`src/include/sfcu_pkg.sv`:
```
// shared constants and types of the status flag control unit
package sfcu_pkg;

  // processor_status_word bit positions
  localparam int unsigned CARRY_BIT  = 0;
  localparam int unsigned PARITY_BIT = 2;
  localparam int unsigned AUX_BIT    = 4;
  localparam int unsigned ZERO_BIT   = 6;
  localparam int unsigned SIGN_BIT   = 7;
  localparam int unsigned TF_BIT     = 8;
  localparam int unsigned IF_BIT     = 9;
  localparam int unsigned DIR_BIT    = 10;
  localparam int unsigned OF_BIT     = 11;
  localparam int unsigned IOPRIV_LO  = 12;
  localparam int unsigned IOPRIV_HI  = 13;
  localparam int unsigned RESUME_BIT = 16;
  localparam int unsigned V86_BIT    = 17;
  localparam int unsigned ALIGN_BIT  = 18;
  localparam int unsigned QUERY_BIT  = 21;

  // masks of the word pop, the privileged fields and the doubleword extras
  localparam logic [31:0] POP_BASE_MASK  = 32'h00000dd5;
  localparam logic [31:0] POP_IOPRIV_MASK = 32'h00003000;
  localparam logic [31:0] POP_IF_MASK    = 32'h00000200;
  localparam logic [31:0] POP_DWORD_MASK = 32'h00240000;
  localparam logic [31:0] PUSH_DW_CLEAR  = 32'h00030000;
  localparam logic [31:0] PSW_RESET      = 32'h00000002;
  localparam logic [7:0]  HB_FILL        = 8'h02;   // value driven on the undefined bits 5, 3, 1

  // register offsets of the plain software port
  localparam logic [7:0] OFS_PSW    = 8'h00;
  localparam logic [7:0] OFS_CTRL   = 8'h04;
  localparam logic [7:0] OFS_SRC    = 8'h08;
  localparam logic [7:0] OFS_DST    = 8'h0c;
  localparam logic [7:0] OFS_HACC   = 8'h10;
  localparam logic [7:0] OFS_FAULT  = 8'h14;

  // control register fields
  localparam int unsigned CTRL_PRIV_LO = 0;
  localparam int unsigned CTRL_PROT    = 2;
  localparam logic [1:0]  PRIV_TOP     = 2'h0;
  localparam logic [1:0]  IOPRIV_V86   = 2'h3;

  // operations of the instruction stream
  typedef enum logic [3:0] {
    OP_NONE      = 4'h0,
    OP_SET_CARRY = 4'h1,
    OP_CLR_CARRY = 4'h2,
    OP_INV_CARRY = 4'h3,
    OP_SET_DIR   = 4'h4,
    OP_CLR_DIR   = 4'h5,
    OP_F_TO_HB   = 4'h6,
    OP_HB_TO_F   = 4'h7,
    OP_PUSH_W    = 4'h8,
    OP_PUSH_DW   = 4'h9,
    OP_POP_W     = 4'ha,
    OP_POP_DW    = 4'hb,
    OP_SET_IE    = 4'hc,
    OP_CLR_IE    = 4'hd,
    OP_STR_STEP  = 4'he
  } sfcu_op_t;

  // one instruction request
  typedef struct packed {
    logic        valid;
    sfcu_op_t    code;
    logic [1:0]  size;      // string element: 0 byte, 1 word, 2 doubleword
    logic [31:0] pop_data;  // value read from the memory stack for a pop
  } sfcu_req_t;

  // one write toward the memory stack
  typedef struct packed {
    logic        valid;
    logic        dword;
    logic [31:0] data;
  } sfcu_push_t;

  // software port request
  typedef struct packed {
    logic        wr;
    logic        rd;
    logic [7:0]  addr;
    logic [31:0] wdata;
  } sfcu_bus_t;

  // whole state of the unit
  typedef struct packed {
    logic [31:0] psw;
    logic [31:0] src_idx;
    logic [31:0] dst_idx;
    logic [7:0]  hacc;
    logic [1:0]  cur_priv;
    logic        prot;
    logic [15:0] fault_cnt;
    logic [31:0] rdata;
    sfcu_push_t  push;
    logic        fault;
  } sfcu_state_t;

endpackage

```
`src/design/sfcu_flag_unit.sv`:
```
// status flag control unit: flag instructions, flag transfers and index stepping
//
// What this block does
// - carry flag: set, clear and invert
// - direction flag: set and clear
// - string step: increment if direction clear, else decrement
// - flags-to-high-byte: sign,zero,aux,parity,carry to 7,6,4,2,0
// - high byte bits 5,3,1 get the fixed fill 0,0,1
// - high-byte-to-flags loads 7,6,4,2,0 into five flags
// - word push writes low sixteen bits only
// - doubleword push clears resume and virtual bits
// - word pop always updates bits 11,10,8,7,6,4,2,0
// - pop updates privilege field only at level zero
// - pop updates interrupt enable if io level >= current
// - doubleword pop also updates bits 18 and 21
// - interrupt enable: set and clear operations
// - maskable interrupt serviced only while enable is one
// - enable operations permitted by mode and privilege
`timescale 1ns/1ps
module sfcu_flag_unit
  import sfcu_pkg::*;
(
  input  wire logic        i_ref_clk,
  input  wire logic        i_rst,
  input  wire logic        i_op_valid,
  input  wire logic [3:0]  i_op_code,
  input  wire logic [1:0]  i_op_size,
  input  wire logic [31:0] i_pop_data,
  input  wire logic        i_maskable_irq_pin,
  input  wire logic [7:0]  i_addr,
  input  wire logic [31:0] i_wdata,
  input  wire logic        i_wr,
  input  wire logic        i_rd,
  output logic      [31:0] o_rdata,
  output logic      [31:0] o_psw,
  output logic      [7:0]  o_high_accum_byte,
  output logic      [31:0] o_source_index_reg,
  output logic      [31:0] o_dest_index_reg,
  output logic             o_push_valid,
  output logic             o_push_dword,
  output logic      [31:0] o_push_data,
  output logic             o_prot_fault,
  output logic             o_irq_take
);

  sfcu_req_t   req;
  sfcu_bus_t   bus;
  sfcu_state_t st_r;
  sfcu_state_t st_nxt;

  // how the unit is organised
  //   all state lives in one packed struct, st_r, registered on every edge
  //   one combinational process builds st_nxt from st_r and the inputs
  //   nothing else holds state, so reset has a single place to act
  //
  // software port
  //   a write lands on the next edge and is seen by an op on that same edge
  //   a read shows the value held before any update of its own cycle
  //   read data stand for exactly one cycle and return to zero after it
  //   unmapped offsets ignore writes and read back as zero
  //   the port never stalls; strobes may come on back to back cycles
  //   a write to the status word always leaves bit 1 set
  //   a write of any value to the fault count clears it
  //
  // instruction port
  //   one op per cycle; valid may stay high for a run of ops
  //   codes that are not listed fall through and change nothing
  //   the op acts on the state after any same-cycle software write
  //   the result is visible on the outputs right after the edge that takes the op
  //
  // single flag ops
  //   carry and direction ops touch only their own bit
  //   the invert op reads the carry after a same-cycle write
  //   nothing here changes the index registers or the high byte
  //
  // high byte transfers
  //   the copy out keeps the status word as it was
  //   the three spare bits of the high byte get a fixed fill pattern
  //   a fixed fill keeps runs repeatable; software must not rely on it
  //   the copy in writes five flags and leaves the rest of the word
  //
  // push path
  //   a push raises the valid pulse for one cycle only
  //   the size flag and data hold their last value between pushes
  //   a word push clears the upper half of the data
  //   a doubleword push hides the resume and virtual-mode bits
  //   the stack itself lives outside; the unit only offers the word
  //
  // pop path
  //   the popped value arrives with the op and is used that cycle
  //   a fixed mask of arithmetic and control bits always follows it
  //   the io privilege field follows only at the top privilege level
  //   the enable flag follows only when io level is at or above
  //   the current level, judged on the io level before the pop
  //   using the old level avoids a loop through the freshly popped field
  //   a doubleword pop also lets the alignment and query bits follow
  //   bits outside the final mask keep their value, bit 1 included
  //
  // interrupt enable ops
  //   real mode always allows them
  //   protected mode allows them when io level is at or above current
  //   virtual mode allows them only at the highest io level
  //   a refused op keeps the flag, pulses the fault output for one cycle
  //   and counts one in the fault counter, which saturates never and wraps
  //   the fault output is only a marker; raising the trap is done elsewhere
  //
  // string step
  //   one step moves both index registers by the element size
  //   the direction flag chooses increment when clear, decrement when set
  //   an unused size code steps by one byte, the same as a byte element
  //   the indices wrap modulo two to the thirty-two with no warning
  //
  // interrupt gate
  //   the request pin passes straight through while the enable is set
  //   it is combinational so a request is never delayed by this unit
  //   the caller must treat the pin as synchronous to the clock
  //
  // reset
  //   reset is asynchronous and active high
  //   the status word comes out of reset with only bit 1 set
  //   every other field, pulse and counter comes out of reset at zero
  //
  // hazards a user must know
  //   a software write and an op on one edge both apply, write first
  //   a software read on that edge still shows the older value
  //   a clear of the fault count beside a refused op leaves it at one
  //   the unit keeps no history of pops; the stack holds that
  //
  // widths
  //   status word, indices and push data are thirty-two bits
  //   the high byte is eight bits, the fault count sixteen
  //   the privilege field of the control register is two bits
  //   all offsets and masks come from the shared package
  //
  // verification hooks
  //   every output that matters is registered and easy to sample
  //   the only combinational output is the interrupt gate
  //   pulses are one cycle long, so monitors look once per edge

  // io privilege numerically at or above the current privilege
  function automatic logic io_privilege_level_ge_cpl(input logic [31:0] psw, input logic [1:0] priv);
    io_privilege_level_ge_cpl = psw[IOPRIV_HI:IOPRIV_LO] >= priv;
  endfunction

  // permission of the interrupt enable operations by operating mode
  function automatic logic ie_op_allowed(input logic [31:0] psw, input logic [1:0] priv, input logic prot);
    logic ok;
    ok = 1'b1;
    if (prot && psw[V86_BIT]) begin
      ok = (psw[IOPRIV_HI:IOPRIV_LO] == IOPRIV_V86);
    end else if (prot) begin
      ok = io_privilege_level_ge_cpl(psw, priv);
    end
    ie_op_allowed = ok;
  endfunction

  // stride of one string element
  function automatic logic [31:0] step_size(input logic [1:0] size);
    logic [31:0] s;
    s = 32'h00000001;
    unique case (size)
      2'h1:    s = 32'h00000002;
      2'h2:    s = 32'h00000004;
      default: s = 32'h00000001;
    endcase
    step_size = s;
  endfunction

  // gather ports into carriers
  assign req = '{valid: i_op_valid, code: sfcu_op_t'(i_op_code), size: i_op_size, pop_data: i_pop_data};
  assign bus = '{wr: i_wr, rd: i_rd, addr: i_addr, wdata: i_wdata};

  // next state: software writes first, then the instruction acts on the result
  always_comb begin
    logic [31:0] pmask;
    logic [31:0] stride;
    logic        ie_ok;
    pmask  = POP_BASE_MASK;
    stride = 32'h00000000;
    ie_ok  = 1'b0;
    st_nxt = st_r;
    st_nxt.push.valid = 1'b0;
    st_nxt.fault      = 1'b0;
    st_nxt.rdata      = 32'h00000000;

    // software port writes
    if (bus.wr) begin
      unique case (bus.addr)
        OFS_PSW:  st_nxt.psw = bus.wdata | PSW_RESET;
        OFS_CTRL: begin
          st_nxt.cur_priv = bus.wdata[CTRL_PRIV_LO +: 2];
          st_nxt.prot = bus.wdata[CTRL_PROT];
        end
        OFS_SRC:   st_nxt.src_idx   = bus.wdata;
        OFS_DST:   st_nxt.dst_idx   = bus.wdata;
        OFS_HACC:  st_nxt.hacc      = bus.wdata[7:0];
        OFS_FAULT: st_nxt.fault_cnt = 16'h0000;
        default: ;
      endcase
    end

    // instruction execution
    if (req.valid) begin
      unique case (req.code)
        OP_SET_CARRY: st_nxt.psw[CARRY_BIT] = 1'b1;
        OP_CLR_CARRY: st_nxt.psw[CARRY_BIT] = 1'b0;
        OP_INV_CARRY: st_nxt.psw[CARRY_BIT] = ~st_nxt.psw[CARRY_BIT];
        OP_SET_DIR:   st_nxt.psw[DIR_BIT] = 1'b1;
        OP_CLR_DIR:   st_nxt.psw[DIR_BIT] = 1'b0;
        OP_F_TO_HB: begin
          // status word is left as it is
          st_nxt.hacc = HB_FILL;
          st_nxt.hacc[7] = st_nxt.psw[SIGN_BIT];
          st_nxt.hacc[6] = st_nxt.psw[ZERO_BIT];
          st_nxt.hacc[4] = st_nxt.psw[AUX_BIT];
          st_nxt.hacc[2] = st_nxt.psw[PARITY_BIT];
          st_nxt.hacc[0] = st_nxt.psw[CARRY_BIT];
        end
        OP_HB_TO_F: begin
          st_nxt.psw[SIGN_BIT]   = st_nxt.hacc[7];
          st_nxt.psw[ZERO_BIT]   = st_nxt.hacc[6];
          st_nxt.psw[AUX_BIT]    = st_nxt.hacc[4];
          st_nxt.psw[PARITY_BIT] = st_nxt.hacc[2];
          st_nxt.psw[CARRY_BIT]  = st_nxt.hacc[0];
        end
        OP_PUSH_W: begin
          st_nxt.push.valid = 1'b1;
          st_nxt.push.dword = 1'b0;
          st_nxt.push.data  = {16'h0000, st_nxt.psw[15:0]};
        end
        OP_PUSH_DW: begin
          st_nxt.push.valid = 1'b1;
          st_nxt.push.dword = 1'b1;
          st_nxt.push.data  = st_nxt.psw & ~PUSH_DW_CLEAR;
        end
        OP_POP_W, OP_POP_DW: begin
          pmask = POP_BASE_MASK;
          if (st_nxt.cur_priv == PRIV_TOP) begin
            pmask = pmask | POP_IOPRIV_MASK;
          end
          if (io_privilege_level_ge_cpl(st_nxt.psw, st_nxt.cur_priv)) begin
            pmask = pmask | POP_IF_MASK;
          end
          if (req.code == OP_POP_DW) begin
            pmask = pmask | POP_DWORD_MASK;
          end
          st_nxt.psw = (st_nxt.psw & ~pmask) | (req.pop_data & pmask);
        end
        OP_SET_IE, OP_CLR_IE: begin
          ie_ok = ie_op_allowed(st_nxt.psw, st_nxt.cur_priv, st_nxt.prot);
          if (ie_ok) begin
            st_nxt.psw[IF_BIT] = (req.code == OP_SET_IE);
          end else begin
            st_nxt.fault = 1'b1;
            st_nxt.fault_cnt = st_nxt.fault_cnt + 16'h0001;
          end
        end
        OP_STR_STEP: begin
          stride = step_size(req.size);
          if (st_nxt.psw[DIR_BIT]) begin
            st_nxt.src_idx = st_nxt.src_idx - stride;
            st_nxt.dst_idx = st_nxt.dst_idx - stride;
          end else begin
            st_nxt.src_idx = st_nxt.src_idx + stride;
            st_nxt.dst_idx = st_nxt.dst_idx + stride;
          end
        end
        default: ;
      endcase
    end

    // software port reads show the state before this cycle's updates
    if (bus.rd) begin
      unique case (bus.addr)
        OFS_PSW:   st_nxt.rdata = st_r.psw;
        OFS_CTRL:  st_nxt.rdata = {29'h00000000, st_r.prot, st_r.cur_priv};
        OFS_SRC:   st_nxt.rdata = st_r.src_idx;
        OFS_DST:   st_nxt.rdata = st_r.dst_idx;
        OFS_HACC:  st_nxt.rdata = {24'h000000, st_r.hacc};
        OFS_FAULT: st_nxt.rdata = {16'h0000, st_r.fault_cnt};
        default:   st_nxt.rdata = 32'h00000000;
      endcase
    end
  end

  // state register
  always_ff @(posedge i_ref_clk or posedge i_rst) begin
    if (i_rst) begin
      st_r           <= '0;
      st_r.psw       <= PSW_RESET;
    end else begin
      st_r <= st_nxt;
    end
  end

  // outputs from the state register
  assign o_rdata            = st_r.rdata;
  assign o_psw              = st_r.psw;
  assign o_high_accum_byte  = st_r.hacc;
  assign o_source_index_reg = st_r.src_idx;
  assign o_dest_index_reg   = st_r.dst_idx;
  assign o_push_valid       = st_r.push.valid;
  assign o_push_dword       = st_r.push.dword;
  assign o_push_data        = st_r.push.data;
  assign o_prot_fault       = st_r.fault;

  // interrupt request passes only while the enable flag is set
  assign o_irq_take = i_maskable_irq_pin & st_r.psw[IF_BIT];

endmodule

```
`config.mk`:
```
export PLATFORM = sky130hd
export DESIGN_NAME = sfcu_flag_unit
export DESIGN_NICKNAME = d
export VERILOG_FILES = /design/src/include/sfcu_pkg.sv /design/src/design/sfcu_flag_unit.sv
export SDC_FILE = /design/constraint.sdc
export NUM_CORES = 1
export LEC_CHECK = 0
export BUFFER_PORTS_ARGS = -buffer_cell sky130_fd_sc_hd__buf_4
export CAP_MARGIN = 20
export CORE_MARGIN = 2
export CORE_UTILIZATION = 30
export DETAILED_ROUTE_END_ITERATION = 8
export HOLD_SLACK_MARGIN = 0.05
export MAX_ROUTING_LAYER = met4
export PLACE_DENSITY = 0.47
export SLEW_MARGIN = 10
export SYNTH_ARGS = -nofsm -noshare
export SYNTH_HDL_FRONTEND = slang
export SYNTH_SLANG_ARGS = --single-unit
```
`constraint.sdc`:
```
create_clock -name i_ref_clk -period 8.7 [get_ports i_ref_clk]
set_input_delay 1.305 -clock i_ref_clk [delete_from_list [all_inputs] [get_ports i_ref_clk]]
set_output_delay 1.305 -clock i_ref_clk [all_outputs]
set_load 0.01 [all_outputs]
```
=== Yosys cells after proc, flatten, opt, wreduce, memory -nomap -nowiden ===
Index checks and enable logic that the tools add are counted.

* Bits in registers: 190
* Input bits: 84
* Output and inout bits: 172

* Add/sub/neg operators: 5
* Order comparisons: 1
* Equality and inequality tests: 22
* Multiplexer cells: 44
* Bitwise logic cells: 6
* Reductions and logical operators: 7

{| class="wikitable"
|+ Operators by type and width
! kind !! count
|-
| $mux 32 || 8
|-
| $pmux 32 s6 || 1
|-
| $mux 64 || 2
|-
| $mux 123 || 1
|-
| $mux 104 || 1
|-
| $pmux 34 s2 || 1
|-
| $add 32x32->32 || 2
|-
| $and 32x32->32 || 2
|-
| $mux 16 || 4
|-
| $sub 32x32->32 || 2
|-
| $mux 35 || 1
|-
| $not 32->32 || 1
|-
| $or 32x32->32 || 1
|-
| $eq 4x4->1 const B || 7
|-
| $mux 22 || 1
|-
| $mux 21 || 1
|-
| $add 16x1->16 const B || 1
|-
| $eq 4x3->1 const B || 4
|-
| $eq 8x4->1 const B || 2
|-
| $eq 8x5->1 const B || 2
|-
| $mux 8 || 2
|-
| $mux 14 || 1
|-
| $mux 1 || 11
|-
| $mux 10 || 1
|-
| 20 further kinds || 25
|}

=== Longest topological paths before layout ===
* Depth in word-level cells: 14
* Depth in mapped cells: 23
* Mapped depth without buffers: 16

=== Worst setup path before layout ===
OpenSTA, ideal clock, no wires.

* Path kind: in2reg
* From: input i_addr[4]
* To: register st_r (netlist bit o_dest_index_reg[30])
* Arrival: 6.362 ns
* Data required time: 8.629 ns
* Path slack: 2.267 ns
* Stages: 22
* Path buffers: 7
* Path through: buf_4 > nor2b_1 > clkbuf_1 > and4_1 > buf_4 > nor2_4 > inv_2 > clkbuf_1 > buf_1 > clkbuf_1 > buf_1 > ha_1 > a211o_1 > o32ai_1 > a311oi_1 > a311oi_1 > nor2_2 > a41o_1 > a31oi_1 > o31ai_1 > a221o_1 > nor2_1

{| class="wikitable"
|+ RTL lines
! item !! line !! text
|-
| from (decl) || sfcu_flag_unit.sv:30 || <nowiki>input wire logic [7:0] i_addr,</nowiki>
|-
| to (signal assigned) || sfcu_flag_unit.sv:292 || <nowiki>st_r <= st_nxt;</nowiki>
|-
| to (decl) || sfcu_flag_unit.sv:48 || <nowiki>sfcu_state_t st_r;</nowiki>
|}

==> results.json <==
{
  "die-area_sq_um": 47700,
  "powerDensity_nw_per_um2": 270,
  "drc": 0,
  "hold_start": "o_push_data[26]$_DFFE_PP0P_",
  "ys_types": 90,
  "slowest_stage": "or3_1",
  "grt_pass1_wl_microns": 76300,
  "layout.nets": 1776,
  "area_growth_pct": 11.8,
  "start_util": 0.304,
  "path_cells": "buf_4 -> or3_1 -> o31ai_1 -> a21oi_1 -> or2_1 -> ha_1 -> a211o_1 -> o32ai_1 -> a311oi_1 -> a311oi_1 -> nor2_2 -> a41o_1 -> a21oi_1 -> nor3b_1 -> o21ai_0 -> xor2_1",
  "post_drt_wl_per_cell_microns": 22.5,
  "drv_slew": 0,
  "rr_startpoint": "o_psw[10]$_DFF_PP0_",
  "grt_usage": 0.219,
  "ioPinCount": 256,
  "period_share": 0.666,
  "vias": 12214,
  "layout-drive-gt1-share": 0.207,
  "synth_area_sq_um": 13800,
  "post_cts_buffers": 0,
  "synth-async-reset-ratio": 1.00,
  "grt_antenna_before_repair": 0,
  "grt_max_degree": 121,
  "clk_pin_slew_ns": 0.08,
  "setup_ws_ns": 2.90,
  "seq_area_sq_um": 4710,
  "place_ws_ns": 2.57,
  "synth_seq_cells": 188,
  "multi_input_area_sq_um": 7370,
  "dieHeight_microns": 218,
  "status": "finished clean",
  "hold_end": "o_push_data[26]$_DFFE_PP0P_",
  "ant_nets": 0,
  "rsz0062_at_grt": "no",
  "dp_hpwl_microns": 39100,
  "hp-class": "reg -> reg",
  "r2r_slack_ns": 4.10,
  "period_needed_ns": 5.80,
  "insertion_delay_ns": 0.45,
  "maxCapViolCount": 0,
  "hold_depth": 2,
  "r2r_end": "o_source_index_reg[27]$_DFF_PP0_",
  "first_pass_iters": 6,
  "whs_ns": 0.475,
  "cp_slowest_stage_delay_ns": 0.66,
  "synth_top_flop_cell": "dfrtp_1",
  "io_buffers": 234,
  "final_common_cell": "buf_4",
  "cp_data_required_time_ns": 9.01,
  "place.gp.congestion": 0.880,
  "hold_violations": 0,
  "crit_start": "i_addr[5]",
  "totalWireLength_microns": 51100,
  "grt_pass1_vias": 11605,
  "hold_buffers": 0,
  "cts_buffers": 17,
  "crit_type": "in -> reg",
  "fmax_ghz": 0.172,
  "setup_viol": 0,
  "placementRows": 78,
  "core-area_sq_um": 45400,
  "syn_inst": 1633,
  "synth_area_per_cell_sq_um": 8.44,
  "final_cell_mix": "buf_4, nand2_1, dfrtp_1",
  "overflow": 0,
  "cts_resized": 0,
  "antenna_cells": 0,
  "crit_path_start_kind": "input port",
  "tightest_slew_ns": 0.938,
  "cts_max_level": 4,
  "power.leakage_nw": 7.11,
  "cts_root_buf": "clkbuf_16",
  "dr.first_iter.drc_count": 1156,
  "ir_worst_vdd_mv": 0.168,
  "die_x_microns": 218,
  "cp-end-kind": "flip-flop",
  "cp_max_fo": 14,
  "yosysWarnings": 0,
  "setup_tns_ns": 0,
  "finalClockSkew_ns": 0.0133,
  "via_per_inst": 5.38,
  "slew_headroom": 0.357,
  "clock_path_buffers": 2,
  "yosysSeqAreaShare": 0.341,
  "arrival_ns": 6.11,
  "fill_cells": 4769,
  "synth_edf_count": 0,
  "cts.sinks": 188,
  "tritoncts": "done",
  "worstRegToRegCells": 13
}
## how the worst max path moves through the flow
stage                                           endpoint  cells past startpoint
after floorplan           o_dest_index_reg[30]$_DFF_PP0_                     22
after global placement    o_dest_index_reg[23]$_DFF_PP0_                     17
after detailed placement  o_dest_index_reg[22]$_DFF_PP0_                     16
after CTS                 o_dest_index_reg[22]$_DFF_PP0_                     16
after global routing      o_dest_index_reg[28]$_DFF_PP0_                     16
final                     o_dest_index_reg[22]$_DFF_PP0_                     16
## synth_stat cells, types with 19 or more instances
master      n  area share
a21oi_1   124       0.045
a222oi_1   19       0.014
a22oi_1    27       0.015
a31oi_1    23       0.010
buf_4     173       0.094
clkbuf_1   60       0.016
dfrtp_1   187        0.34
ha_1       34       0.031
inv_1      32      0.0087
mux2_2     27       0.022
mux2i_1    70       0.051
nand2_1   242       0.066
nand3_1    60       0.022
nand4_1    23       0.010
nor2_1    122       0.033
nor3_1     35       0.013
o21ai_0    48       0.017
xnor2_1    48       0.030
xor2_1     35       0.022
## critical path: cells and delay by family
family	cells	cell delay, ns
buf+inv	1	0.12
simple gates	4	1.44
compound gates	9	2.74
xor+xnor	1	0.22
fa+ha+maj	1	0.28
## metrics by stage
stage	area, sq um	instances	total power, mW	util
after CTS	15400	2270	4.16	0.340
after floorplan	13800	1634	2.79	-
after global routing	15400	2270	4.43	0.340
after global placement	14900	2239	3.37	0.328
final	15400	2270	4.16	0.340
after detailed placement	14900	2239	3.38	0.328
## kinds of logic (layout without fill, tap and decap cells)
group | Yosys count | in the layout | share of synthesized area
simple gates | 595 | 595 | 0.205
other cells | 1 | 2 | 0.000272
compound gates | 351 | 351 | 0.168
xor+xnor | 84 | 84 | 0.0539
mux | 98 | 98 | 0.0745
buf+inv | 282 | 318 | 0.126
flops | 188 | 188 | 0.341
fa+ha+maj | 34 | 34 | 0.0309
## layout make-up
class | instances | share of cell area
Multi-Input combinational cell | 1164 | 0.478
Timing Repair Buffer | 253 | 0.123
Inverter | 34 | 0.00877
Sequential cell | 188 | 0.305
Clock buffer | 19 | 0.0287
Tap cell | 600 | 0.0487
Clock inverter | 12 | 0.00706
## routing by layer
| metal | vias to the layer above | track usage | wire length, microns |
|---|---|---|---|
| met2 | 397 | 0.334 | 23500 |
| met4 | 0 | 0.0467 | 721 |
| met1 | 6085 | 0.311 | 24300 |
| li1 | 5697 | - | - |
| met5 | - | - | 0 |
| met3 | 35 | 0.0238 | 2550 |
## report_power, final
group | switching (mW) | total [mW] | internal [mW]
registers | 0.301 | 1.36 | 1.06
clock network | 0.386 | 0.766 | 0.380
logic | 1.21 | 2.03 | 0.827
total | 1.89 | 4.16 | 2.26
No activity file was read; power rests on OpenSTA's default activity.
